`config.mk`:
```
export PLATFORM = sky130hd
export DESIGN_NAME = kwu_top
export DESIGN_NICKNAME = d
export VERILOG_FILES = /design/src/kwu_pkg.sv /design/src/kwu_pin_if.sv /design/src/kwu_pin_detect.sv /design/src/kwu_top.sv
export VERILOG_INCLUDE_DIRS = /design/src
export SDC_FILE = /design/constraint.sdc
export NUM_CORES = 1
export LEC_CHECK = 0
export BUFFER_PORTS_ARGS = -buffer_cell sky130_fd_sc_hd__buf_2
export CAP_MARGIN = 5
export CORE_ASPECT_RATIO = 0.8
export CORE_MARGIN = 5
export CORE_UTILIZATION = 30
export DETAILED_ROUTE_END_ITERATION = 12
export MAX_ROUTING_LAYER = met4
export SKIP_LAST_GASP = 1
export SLEW_MARGIN = 10
export SYNTH_ARGS = -nofsm -noshare
export SYNTH_HDL_FRONTEND = slang
export SYNTH_SLANG_ARGS = --single-unit
```
`constraint.sdc`:
```
create_clock -name i_clk -period 3.2 [get_ports i_clk]
set_clock_uncertainty 0.2 [all_clocks]
set_input_delay 0.48 -clock i_clk [delete_from_list [all_inputs] [get_ports i_clk]]
set_output_delay 0.48 -clock i_clk [all_outputs]
set_load 0.01 [all_outputs]
```
`src/kwu_map.svh`:
```
// register offsets, field positions and reset values of the keypad wake unit
`ifndef KWU_MAP_SVH
`define KWU_MAP_SVH
`define KWU_AW 12
`define KWU_OFF_CTRL 12'h000
`define KWU_OFF_SEL 12'h004
`define KWU_OFF_EVT 12'h008
`define KWU_OFF_MSK 12'h00C
`define KWU_OFF_PIN 12'h010
`define KWU_CTRL_MODE 0
`define KWU_CTRL_IE 1
`define KWU_CTRL_ACK 2
`define KWU_CTRL_FLAG 3
`define KWU_CTRL_POL_LO 4
`define KWU_EVT_EDGE 0
`define KWU_EVT_REFUSED 1
`define KWU_RST_POL 4'h0
`define KWU_RST_SEL 8'h00
`define KWU_RST_MSK 2'h0
`endif

```
`src/kwu_pkg.sv`:
```
// types shared by the keypad wake unit
package kwu_pkg;
  typedef logic [7:0] kwu_byte_t;
  typedef logic [3:0] kwu_pol_t;
  typedef logic [1:0] kwu_evt_t;
  typedef enum logic {KWU_EDGE_ONLY, KWU_EDGE_LEVEL} kwu_mode_t;
endpackage

```
`src/kwu_pin_if.sv`:
```
// bundle between the register side and the per-pin edge detector
`timescale 1ns/10ps
interface kwu_pin_if;
  import kwu_pkg::*;
  kwu_byte_t sample;
  kwu_byte_t sel;
  kwu_pol_t pol;
  logic hold_off;
  kwu_byte_t asserted;
  kwu_byte_t edge_hit;
  modport ctl (output sample, sel, pol, hold_off,
    input asserted, edge_hit);
  modport det (input sample, sel, pol, hold_off,
    output asserted, edge_hit);
endinterface

```
`src/kwu_pin_detect.sv`:
```
// per-pin polarity and synchronous edge detection of the keypad wake unit
`timescale 1ns/10ps
module kwu_pin_detect #(
  parameter int N = 8,
  parameter int NFIX = 4
) (
  input wire logic i_clk,
  input wire logic i_rst_n,
  kwu_pin_if.det pins
);
  import kwu_pkg::*;

  logic [N-1:0] seen_reg;

  genvar g;
  generate
    for (g = 0; g < N; g = g + 1) begin : g_pin
      if (g < NFIX) begin : g_fix
        assign pins.asserted[g] = ~pins.sample[g];
      end else begin : g_pol
        // polarity bit 1 means high is asserted
        assign pins.asserted[g] =
          pins.sample[g] ^ ~pins.pol[g-NFIX];
      end
      // one bus cycle deasserted, the next asserted
      assign pins.edge_hit[g] = seen_reg[g] & pins.asserted[g]
        & pins.sel[g] & ~pins.hold_off;
    end
  endgenerate

  // a pin arms only after it was seen deasserted while selected
  always_ff @(posedge i_clk or negedge i_rst_n) begin
    if (!i_rst_n) begin
      seen_reg <= '0;
    end else begin
      seen_reg <= pins.sel & ~pins.asserted;
    end
  end
endmodule

```
`src/kwu_top.sv`:
```
// keypad wake unit: APB registers, event flag, interrupt and wake
//
// Our own choices: the placing of the registers and the APB interface to the registers.
`timescale 1ns/10ps
`include "kwu_map.svh"
// Operation
// - a set select bit ties its pin to detection; clear leaves it GPIO
// - edges found synchronously; a pin must be seen deasserted first
// - falling edge is a 1 sample then a 0 sample next cycle
// - rising edge is a 0 sample then a 1 sample next cycle
// - any qualifying edge on a selected pin sets the event flag
// - level mode edge: pins assert while other selected pins stay idle
// - level mode holds the flag set while any selected pin is asserted
// - in edge-only mode an acknowledge write clears the flag unless an edge arrives in the same cycle
// - with interrupt enable set, request interrupt while flag is 1
// - in stop mode edges are bypassed; pins wake asynchronously by level
// - pins 3..0 fall/low; pins 7..4 follow their polarity bit
// - the acknowledge bit is write-only and always reads 0
// - a selected pin is forced to input whatever its GPIO direction
// - interrupt enable clear blocks flag requests (unmasked events still request), the flag still sets
module kwu_top (
  input wire logic i_clk,
  input wire logic i_rst_n,
  input wire logic i_psel,
  input wire logic i_penable,
  input wire logic i_pwrite,
  input wire logic [11:0] i_paddr,
  input wire logic [31:0] i_pwdata,
  output logic [31:0] o_prdata,
  output logic o_pready,
  output logic o_pslverr,
  input wire kwu_pkg::kwu_byte_t i_pin,
  input wire kwu_pkg::kwu_byte_t i_gpio_dir,
  input wire logic i_stop,
  output kwu_pkg::kwu_byte_t o_pin_oe,
  output logic o_irq,
  output logic o_wake
);
  import kwu_pkg::*;

  ////////////////////////////////////////////////////////////////////////
  // reset release

  logic rst_meta;
  logic rst_sync;
  logic rst_n;

  always_ff @(posedge i_clk or negedge i_rst_n) begin
    if (!i_rst_n) begin
      rst_meta <= 1'b0;
      rst_sync <= 1'b0;
    end else begin
      rst_meta <= 1'b1;
      rst_sync <= rst_meta;
    end
  end

  assign rst_n = rst_sync;

  ////////////////////////////////////////////////////////////////////////
  // control state

  kwu_byte_t sel_reg;
  kwu_pol_t pol_reg;
  logic ie_reg;
  kwu_mode_t mode_reg;
  logic flag_reg;
  logic flag_next;
  kwu_evt_t evt_reg;
  kwu_evt_t msk_reg;
  kwu_evt_t evt_set;
  kwu_evt_t evt_clr;
  logic irq_next;

  ////////////////////////////////////////////////////////////////////////
  // pin detection

  kwu_pin_if pins ();

  assign pins.sample = i_pin;
  assign pins.sel = sel_reg;
  assign pins.pol = pol_reg;
  assign pins.hold_off = i_stop;

  kwu_pin_detect #(
    .N(8),
    .NFIX(4)
  ) u_detect (
    .i_clk(i_clk),
    .i_rst_n(rst_n),
    .pins(pins)
  );

  kwu_byte_t act_now;
  kwu_byte_t act_prev;
  logic any_act;
  logic edge_evt;

  assign act_now = pins.asserted & sel_reg;
  assign any_act = |act_now;

  // previous asserted map, used to tell a fresh press from a held key
  always_ff @(posedge i_clk or negedge rst_n) begin
    if (!rst_n) begin
      act_prev <= 8'h00;
    end else begin
      act_prev <= act_now;
    end
  end

  // in level mode a press only counts if nothing else was still held
  always_comb begin
    if (mode_reg == KWU_EDGE_LEVEL) begin
      edge_evt = |pins.edge_hit && ((act_prev & sel_reg) == 8'h00);
    end else begin
      edge_evt = |pins.edge_hit;
    end
  end

  ////////////////////////////////////////////////////////////////////////
  // APB slave: zero wait states, answer in the access cycle

  logic setup;
  logic done;
  logic wr;
  logic ack_wr;
  logic hold;
  logic [31:0] rd_next;
  logic err_next;

  // an unmapped address answers with an error and writes nothing
  assign setup = i_psel & ~i_penable;
  assign done = i_psel & i_penable & o_pready;
  assign wr = done & i_pwrite & ~o_pslverr;
  assign ack_wr = wr && (i_paddr == `KWU_OFF_CTRL)
    && i_pwdata[`KWU_CTRL_ACK];

  always_comb begin
    rd_next = 32'h0000_0000;
    err_next = 1'b0;
    case (i_paddr)
      `KWU_OFF_CTRL: begin
        rd_next[7:4] = pol_reg;
        rd_next[`KWU_CTRL_FLAG] = flag_reg;
        rd_next[`KWU_CTRL_ACK] = 1'b0;
        rd_next[`KWU_CTRL_IE] = ie_reg;
        rd_next[`KWU_CTRL_MODE] = mode_reg;
      end
      `KWU_OFF_SEL: rd_next[7:0] = sel_reg;
      `KWU_OFF_EVT: rd_next[1:0] = evt_reg;
      `KWU_OFF_MSK: rd_next[1:0] = msk_reg;
      `KWU_OFF_PIN: rd_next[7:0] = i_pin;
      default: err_next = 1'b1;
    endcase
  end

  always_ff @(posedge i_clk or negedge rst_n) begin
    if (!rst_n) begin
      o_prdata <= 32'h0000_0000;
      o_pready <= 1'b0;
      o_pslverr <= 1'b0;
    end else begin
      o_pready <= setup;
      if (setup) begin
        o_prdata <= i_pwrite ? 32'h0000_0000 : rd_next;
        o_pslverr <= err_next;
      end else if (done) begin
        o_pslverr <= 1'b0;
      end
    end
  end

  always_ff @(posedge i_clk or negedge rst_n) begin
    if (!rst_n) begin
      sel_reg <= `KWU_RST_SEL;
      pol_reg <= `KWU_RST_POL;
      ie_reg <= 1'b0;
      mode_reg <= KWU_EDGE_ONLY;
      msk_reg <= `KWU_RST_MSK;
    end else if (wr) begin
      case (i_paddr)
        `KWU_OFF_CTRL: begin
          pol_reg <= i_pwdata[7:4];
          ie_reg <= i_pwdata[`KWU_CTRL_IE];
          mode_reg <= kwu_mode_t'(i_pwdata[`KWU_CTRL_MODE]);
        end
        `KWU_OFF_SEL: sel_reg <= i_pwdata[7:0];
        `KWU_OFF_MSK: msk_reg <= i_pwdata[1:0];
        default: ;
      endcase
    end
  end

  ////////////////////////////////////////////////////////////////////////
  // event flag

  // a held key in level mode keeps the flag up; stop gates nothing here
  assign hold = (mode_reg == KWU_EDGE_LEVEL) && any_act;

  always_comb begin
    if (edge_evt || hold) begin
      flag_next = 1'b1;
    end else if (ack_wr) begin
      flag_next = 1'b0;
    end else begin
      flag_next = flag_reg;
    end
  end

  always_ff @(posedge i_clk or negedge rst_n) begin
    if (!rst_n) begin
      flag_reg <= 1'b0;
    end else begin
      flag_reg <= flag_next;
    end
  end

  ////////////////////////////////////////////////////////////////////////
  // sticky events, cleared by reading them; a new set beats the clear

  assign evt_set[`KWU_EVT_EDGE] = edge_evt;
  // an acknowledge refused by a held key is recorded for software
  assign evt_set[`KWU_EVT_REFUSED] = ack_wr & hold;
  // only bits that were returned are cleared
  assign evt_clr = (done && !i_pwrite && i_paddr == `KWU_OFF_EVT)
    ? o_prdata[1:0] : 2'h0;

  always_ff @(posedge i_clk or negedge rst_n) begin
    if (!rst_n) begin
      evt_reg <= 2'h0;
    end else begin
      evt_reg <= (evt_reg & ~evt_clr) | evt_set;
    end
  end

  ////////////////////////////////////////////////////////////////////////
  // outputs

  // the flag term of the request is built from flag_next, so it rises on the same
  // edge as the flag and drops on the same edge as the acknowledge
  assign irq_next = (ie_reg & flag_next)
    | (|(evt_reg & msk_reg));

  always_ff @(posedge i_clk or negedge rst_n) begin
    if (!rst_n) begin
      o_irq <= 1'b0;
      o_pin_oe <= 8'h00;
    end else begin
      o_irq <= irq_next;
      o_pin_oe <= i_gpio_dir & ~sel_reg;
    end
  end

  // clocks are halted in stop, so wake must not wait for an edge;
  // this is the one output that is not registered
  assign o_wake = i_stop & any_act;
endmodule

```
# Word level (Yosys, flattened, before mapping)
# Cells that the tools add are included.
[totals]
word_cells = 106
output_inout_bits = 44
register_bits = 80
[classes]
bitwise = 58
reduce_logical = 18
eq_ne = 4
mux = 10
[ops]
columns = ["cell", "count"]
rows = [
  ["$and A1 B1 Y1", 32],
  ["$and A8 B8 Y8", 4],
  ["$eq A12 B4 Y1 const B", 2],
  ["$pmux W6 S3", 1],
  ["$not A8 Y8", 2],
  ["$reduce_or A8 Y1", 2],
  ["$eq A12 B3 Y1 const B", 1],
  ["$eq A12 B5 Y1 const B", 1],
  ["$logic_not A12 Y1", 1],
  ["$not A1 Y1", 11],
  ["$pmux W2 S5", 1],
  ["$logic_not A8 Y1", 1],
  ["$mux W8", 1],
  ["$logic_and A1 B1 Y1", 6],
  ["$mux W1", 6],
  ["$reduce_and A2 Y1", 3],
  ["$reduce_or A5 Y1", 1],
  ["$and A2 B2 Y2", 2],
  ["$xor A1 B1 Y1", 4],
  ["$mux W2", 1],
  ["$not A2 Y2", 1],
  ["$or A2 B2 Y2", 1],
  ["$reduce_bool A2 Y1", 1],
  ["$reduce_or A2 Y1", 1],
  ["other kinds (3)", 3],
]

# Longest topological paths before layout
# Gate-level depths: netlist of run 1.
[logic_depth]
ltp_word = 12
depth_mapped = 6
depth_no_buf = 6

# Cells and area by module
# Synthesis of run 1 repeated with hierarchy kept, for this count alone.
[hier_totals]
hier_cells = 229
area_unflattened_um2 = 2758.9
[by_module_without_submodules]
columns = ["module", "n_inst", "cells_per_inst", "area_per_inst_um2", "seq_area_each_um2"]
rows = [
  ["kwu_top", 1, 189, 2358.5, 1201.2],
  ["kwu_pin_detect", 1, 40, 400.4, 200.2],
]

# Worst setup path after synthesis of run 1
# OpenSTA, ideal clock, no wires.
[synth_timing]
path_type = "input-to-reg"
start = "input i_paddr[1]"
end = "register ie_reg"
arrival_time_ps = 1645
path_stages = 5
setup_time_ps = 125
t_required_ps = 2875
slack_ps = 1230
path_cell_list = "nor4_2 > and3_1 > and3_1 > buf_4 > mux2_2"
[synth_via]
elab_chain_cells = 2
[synth_lines]
columns = ["element", "line_no", "text"]
rows = [
  ["from (decl)", "kwu_top.sv:27", "input wire logic [11:0] i_paddr,"],
  ["$logic_not A12 Y1", "kwu_top.sv:181", "case (i_paddr)"],
  ["$reduce_and A2 Y1 (no line)", "--", ""],
  ["to (signal assigned)", "kwu_top.sv:184", "ie_reg <= i_pwdata[`KWU_CTRL_IE];"],
  ["to (decl)", "kwu_top.sv:65", "logic ie_reg;"],
]
# No other way between the ends.
# A chain may end at the register's enable or synchronous reset.

# Worst setup path in the final report of run 1
[layout_timing]
start = "register pol_reg[1], in the netlist pins.pol[1]"
end = "output o_wake"
[layout_via]
elab_chain_cells = 5
[layout_lines]
columns = ["element", "line_no", "text"]
rows = [
  ["from (decl)", "kwu_top.sv:64", "kwu_pol_t pol_reg;"],
  ["from (signal assigned)", "kwu_top.sv:176", "pol_reg <= `KWU_RST_POL;"],
  ["from (signal assigned)", "kwu_top.sv:183", "pol_reg <= i_pwdata[7:4];"],
  ["$not A1 Y1", "kwu_pin_detect.sv:23", "pins.sample[g] ^ ~pins.pol[g-NFIX];"],
  ["$xor A1 B1 Y1", "kwu_pin_detect.sv:23", ""],
  ["$and A8 B8 Y8", "kwu_top.sv:99", "assign act_now = pins.asserted & sel_reg;"],
  ["$reduce_or A8 Y1", "kwu_top.sv:100", "assign any_act = |act_now;"],
  ["$and A1 B1 Y1", "kwu_top.sv:256", "assign o_wake = i_stop & any_act;"],
  ["to (decl)", "kwu_top.sv:37", "output logic o_wake"],
]
# No other way between the ends.

==> results.md, run 1 <==
- **status** complete, no violations
- **number of synthesized flops with an enable pin** 0
- **number of antenna violations at the first check in global routing** 0
- **internal reg-to-reg setup slack** 1.19 ns
- **num ports** 110
- **number of buffers and inverters on the critical path** 1
- **Seq/Total Area, Yosys** 53.3%
- **per-instance average area after synthesis** 11.4 sq um
- **detailed placer's ending HPWL** 4890 microns
- **share of Yosys cell area claimed by the top area cell type** 53.3%
- **Worst setup SP type** flop
- **Final Setup Violations** 0
- **antenna diode count** 0
- **global routing usage on met2** 18.8%
- **final max-slew violation count** 0
- **Longest Clk Path Bufs** 2
- **leakage power summed over all cells** 0.00151 uW
- **number of cells on the worst reg-to-reg path** 4
- **remaining number of nets flagged by the antenna check after routing** 0
- **critical-path cell with the highest stage delay** a222oi_1
- **cell taking the most area after synthesis** dfrtp_1
- **post-synthesis cell count** 230
- **data arrival time of the critical path** 1.73 ns
- **count of state elements after synthesis** 56
- **Pwr per Cell Area** 400 nW/um^2
- **R2R Path Start** o_pready
- **largest net degree at the start of global routing** 29
- **final standard cell count with taps included and fillers excluded** 406
- **TritonCTS clock tree** done
- **number of setup buffers added after CTS** 0
- **area of the core region** 8520 sq um
- **Avg WL per Cell** 15.6 microns
- **Inserted Clock Buffers** 5
- **critical register-to-register path endpoint** pins.pol[3]
- **root buffer cell** clkbuf_8
- **clock latency reported for the late side of the worst-skew pair** 0.31 ns
- **top fanout value on the critical path** 4
- **via count of the first global-routing pass** 1935
- **initial standard-cell utilization of the core** 30.8%
- **final critical path time including I/O delays and setup** 2.41 ns
- **total detailed-routing wirelength** 6340 microns
- **biggest area contributors in the synthesized netlist** dfrtp_1 53%, mux2_2 9.4%, buf_4 7.1%, nor2b_1 3.8%, a22oi_1 3.4%
- **overall die height** 93.7 microns
- **Final Cycle Share** 75.2%
- **fraction of final layout cells with drive strength greater than 1** 35.0%
- **delay-heaviest family, CP** compound AO/OA/AOI/OAI gates
- **number of H-tree levels** 2
- **last weighted congestion value of the routability-driven placer** 0.827
- **# hold bufs at CTS** 1
- **count of fill cells added during filler insertion** 844
- **count of buffers from port buffering** 61
- **area growth from synthesis to final layout** 16.4%
- **mean number of vias per cell** 4.50
- **post-layout net count** 359
- **met1 global-route usage** 17.8%
- **top cells by instance count after synthesis** 56 x dfrtp_1, 25 x buf_4, 22 x mux2_2
- **total power after layout** 1220 uW
- **die area** 10700 sq um
- **Max-cap violations** 0
- **final total negative setup slack** 0 ns
- **cell-by-cell listing of the critical path** xnor2_1 > a222oi_1 > a31oi_1 > buf_2
- **wire length of the first global-routing pass** 10200 microns
- **final cell utilization of the core** 35.9%
- **worst IR drop on VDD** 0.206 mV
- **grt met3 use** 2.83%
- **number of library cell types mapped by synthesis** 39
- **most used flip-flop cell after synthesis** dfrtp_1
- **Cell Area, Synth** 2630 sq um
- **worst setup margin** 0.793 ns
- **horizontal die dimension** 115 microns
- **Warnings, synthesis** 0
- **RSZ-0062 raised after global routing** false
- **worst rel slew slack** 57.1%
- **Remaining DRCs** 0
- **Reg clk slew, reported paths** 0.11 ns
- **Worst path max stage delay** 0.45 ns
- **most frequent cell after synthesis** dfrtp_1
- **Crit Path Category** flop to primary output
- **hold violation count in the final report** 0
- **violation count after the first detailed-route iteration** 80
- **grt ovf** 0
- **GRT Util Overall** 12.6%
- **Worst Path Required** 2.52 ns
- **drt first pass iters** 4
- **async set-or-reset flop fraction in the synthesized netlist** 100%
- **path class of the lowest-slack min-delay path** flop to asynchronous set/reset pin
- **clock sink count** 56
- **total instance count after detailed placement** 397
- **via total after detailed routing** 1827
- **row count** 30
- **Placement Setup Slack** 0.805 ns
- **maximum frequency from static timing analysis** 0.415 GHz
- **endpoint kind of the worst setup timing path** primary output
- **post-CTS sizing** 0
- **worst-margin pin slew** 0.643 ns
- **busiest layer in global routing** met2
==> routing by layer <==
metal	routed length, microns	part of all wire [%]
met5	0	0
met4	31	0.49
met1	3020	48
met3	504	8.0
met2	2780	44
==> where the power goes <==
group / switching (uW) / internal, uW / leakage [uW]
combinational: 61.7 / 37.5 / 0.000721
sequential: 11.6 / 717 / 0.000748
clock: 238 / 156 / 0.0000445
==> cells in the final DEF, fill, tap and decap left out, types with 2 or more instances in the layout <==
| cell | instances |
|---|---|
| inv_1 | 6 |
| dfrtp_1 | 55 |
| conb_1 | 25 |
| clkbuf_8 | 5 |
| a31oi_1 | 4 |
| nand2_1 | 19 |
| nor2b_1 | 16 |
| a22oi_1 | 12 |
| o31ai_1 | 2 |
| xnor2_1 | 4 |
| mux2_2 | 22 |
| a32oi_1 | 2 |
| nor3_1 | 3 |
| a21oi_1 | 3 |
| and3_1 | 5 |
| o21ai_0 | 11 |
| nand4_1 | 2 |
| nor2_1 | 2 |
| buf_2 | 61 |
| and2_1 | 6 |
| nand3_1 | 6 |
==> cells by family (layout without fill, tap and decap cells) <==
logic type | count (synthesis) | in the layout | share of synthesized area, %
AND/OR/NAND/NOR | 69 | 69 | 16.0
flip-flops | 56 | 56 | 53.3
AO/OA/AOI/OAI | 40 | 40 | 10.4
buffers and inverters | 36 | 77 | 8.86
multiplexers | 23 | 23 | 9.81
XOR/XNOR | 4 | 4 | 1.33
other | 2 | 25 | 0.286
==> worst max-delay path by stage <==
stage	slack, ns	cells past startpoint	endpoint	startpoint
after detailed placement	0.81	5	pins.pol[0]	i_paddr[1]
after global placement	0.80	5	pins.pol[1]	i_paddr[1]
after CTS	0.80	4	o_wake	pins.pol[1]
after global routing	0.66	4	o_wake	pins.pol[1]
after floorplan	1.23	5	ie_reg	i_paddr[1]
final	0.79	4	o_wake	pins.pol[1]
==> stage by stage <==
stage               area [sq um]  hold slack, ns
floorplan                   2710         -0.0156
global placement            2960          0.0650
detailed placement          2960          0.0695
CTS                         3060           0.136
global route                3060           0.154
finish                      3060           0.102
==> final cells by class <==
cell class	instances	area (sq um)	share of cell area, %
Inverter	6	22.5	0.736
Sequential cell	56	1400	45.9
Multi-Input combinational cell	161	1080	35.3
Clock buffer	5	68.8	2.25
Timing Repair Buffer	63	323	10.6
Tap cell	112	140	4.58
Clock inverter	3	21.3	0.696
Power figures use the tool's default switching activity.
==> run 2, diff against run 1 <==
- clock period: 3.2 -> 2.15 ns (I/O delays scaled with it)
==> run 2 against run 1 <==
Against the previous run:
- the run now ends with setup timing left
- count of clock-buffer cells in the layout up 1
- via count up 6.5%
- worst hold slack worse by 0.084 ns
- final cell count up 3.4%
- cell area up 5.9%
- global-route usage up 0.46 points
- first-iteration DRC count up 10%
- routed wire length up 5.8%
- non-clock buffer count up 13
- critical path type unchanged
- highest routed layer unchanged
- die area unchanged
==> results.md, run 2 (same netlist as run 1, synthesis figures left out) <==
- **path class of the lowest-slack min-delay path** flop to asynchronous set/reset pin
- **count of fill cells added during filler insertion** 834, -1.2%
- **Max-cap violations** 0, unchanged
- **row count** 30, unchanged
- **worst IR drop on VDD** 0.278 mV, +35%
- **clock latency reported for the late side of the worst-skew pair** 0.30 ns, about the same
- **worst setup margin** -0.0773 ns, -0.870 ns
- **failing checks** setup timing
- **detailed placer's ending HPWL** 5080 microns, +3.9%
- **final max-slew violation count** 0, unchanged
- **area growth from synthesis to final layout** 23.3%
- **wire length of the first global-routing pass** 10500 microns, +2.8%
- **drt first pass iters** 4, unchanged
- **Crit Path Category** flop to primary output
- **mean number of vias per cell** 4.63, +2.9%
- **data arrival time of the critical path** 1.70 ns, -0.03 ns
- **Worst setup SP type** flop
- **tightest hold margin** 0.0183 ns, -0.0842 ns
- **portion of total power attributed to combinational logic** 8.5%, +0.4 points
- **post-layout net count** 372, +3.6%
- **GRT Util Overall** 13.0%, +0.46 points
- **violation count after the first detailed-route iteration** 88, +10%
- **Sw Share** 23.5%, -2.0 points
- **Pwr per Cell Area** 596 nW/um^2, +49%
- **total power after layout** 1930 uW, +58%
- **number of H-tree levels** 2, unchanged
- **count of buffers from port buffering** 61, unchanged
- **Final Cycle Share** 104%
- **Avg WL per Cell** 16.0 microns, +2.3%
- **Worst Path Required** 1.63 ns, -0.89 ns
- **post-route standard cell area excluding fillers** 3240 sq um, +5.9%
- **num ports** 110, unchanged
- **maximum frequency from static timing analysis** 0.449 GHz
- **cell-by-cell listing of the critical path** xnor2_2 > a222oi_1 > a31oi_1 > buf_2
- **internal power summed over all cells** 1480 uW, +62%
- **commonest cells after routing, fill and taps aside** 61 x buf_2, 55 x dfrtp_1, 25 x conb_1
- **final total negative setup slack** -0.0773 ns, -0.0773 ns
- **Longest Clk Path Bufs** 2, unchanged
- **commonest non-fill, non-tap cell in the layout** buf_2
- **last weighted congestion value of the routability-driven placer** 0.818, -1.1%
- **top fanout value on the critical path** 3, -1
- **leakage power summed over all cells** 0.00161 uW, +6.7%
- **instance area at placement** 3060 sq um, +3.4%
- **Remaining DRCs** 0, unchanged
- **grt ovf** 0, unchanged
- **horizontal die dimension** 115 microns, unchanged
- **largest net degree at the start of global routing** 38, +31%
- **endpoint kind of the worst setup timing path** primary output
- **Final Setup Violations** 1, +1
- **die area** 10700 sq um, unchanged
- **critical-path cell with the highest stage delay** dfrtp_1
- **final critical path time including I/O delays and setup** 2.23 ns
- **clock group share of total power** 35.5%, +3.2 points
- **area of the core region** 8520 sq um, unchanged
- **clock sink count** 56, unchanged
- **TritonCTS clock tree** done
- **initial standard-cell utilization of the core** 30.8%, unchanged
- **Worst path max stage delay** 0.43 ns, -0.02 ns
- **overall die height** 93.7 microns, unchanged
- **RSZ-0062 raised after global routing** true
- **share of total power in sequential cells** 56.0%, -3.6 points
- **number of antenna violations at the first check in global routing** 1, +1
- **via total after detailed routing** 1945, +6.5%
- **total detailed-routing wirelength** 6710 microns, +5.8%
- **Reg clk slew, reported paths** 0.10 ns, about the same
- **hold violation count in the final report** 0, unchanged
- **via count of the first global-routing pass** 1930, -0.26%
- **Switching Power** 454 uW, +46%
- **status** finished, violations left
- **remaining number of nets flagged by the antenna check after routing** 0, unchanged
- **root buffer cell** clkbuf_8
- **Placement Setup Slack** 0.0966 ns, -0.709 ns
- **Inserted Clock Buffers** 5, unchanged
- **fraction of final layout cells with drive strength greater than 1** 39.4%, +4.4 points
## run 2: changes by cell type in the layout (fill, tap and decap cells not counted), moves of 2 or more
cell,delta
xnor2_2,+3
buf_4,+11
xnor2_1,-3
buf_12,+2
## run 2: final cells by class
cell class / count / area, sq um / area share, %
Tap cell: 112 / 140 / 4.33
Sequential cell: 56 / 1400 / 43.3
Antenna cell: 1 / 2.50 / 0.0772
Clock buffer: 6 / 72.6 / 2.24
Inverter: 6 / 22.5 / 0.695
Clock inverter: 2 / 35.0 / 1.08
Multi-Input combinational cell: 161 / 1120 / 34.5
Timing Repair Buffer: 76 / 445 / 13.8
## run 2: worst max-delay path, delay by kind of cell, from the launching register on
family                 cells  cell delay [ns]
flip-flops                 1             0.43
buffers and inverters      1             0.18
XOR/XNOR                   1             0.16
AO/OA/AOI/OAI              2             0.62
## run 2: power by group through the flow
stage | sequential (uW) | combinational, uW | clock (uW)
CTS | 1080 | 163 | 700
floorplan | 1120 | 90.6 | 0
global placement | 1100 | 157 | 0
finish | 1080 | 164 | 686
global route | 1090 | 184 | 750
detailed placement | 1100 | 159 | 0
## run 2: timing repair
action                     CTS  global route
hold endpoints to repair     2             0
pin swaps                    3             0
hold buffers                 1             0
gates resized for setup      1             5
buffers inserted             3             0
setup endpoints to repair    1             3
## run 2: routing by layer
metal  track usage (%)  vias to the layer above  routed length [microns]
met4              3.26                        0                       78
li1                  -                      920                        -
met5                 -                        -                        0
met3              2.58                        7                      463
met1              19.2                      940                     3150
met2              18.3                       78                     3010
## run 2: final timing paths
kind | cells past startpoint | slack, ns | endpoint | from
max | 4 | -0.08 | o_wake | pins.pol[1]
min | 0 | 0.02 | pins.pol[0] | rst_n
max reg2reg | 7 | 0.05 | o_irq | pins.pol[1]
min reg2reg | 0 | 0.02 | pins.pol[0] | rst_n
max in group asynchronous | 1 | 1.18 | o_pin_oe[3] | rst_n
min in group i_clk | 2 | 0.03 | o_pin_oe[7] | i_gpio_dir[7]
## run 2: stage by stage
step / utilization [%] / cells
finish: 38.0 / 420
global placement: 35.9 / 407
floorplan: - / 253
detailed placement: 35.9 / 407
CTS: 37.6 / 419
global route: 38.0 / 420
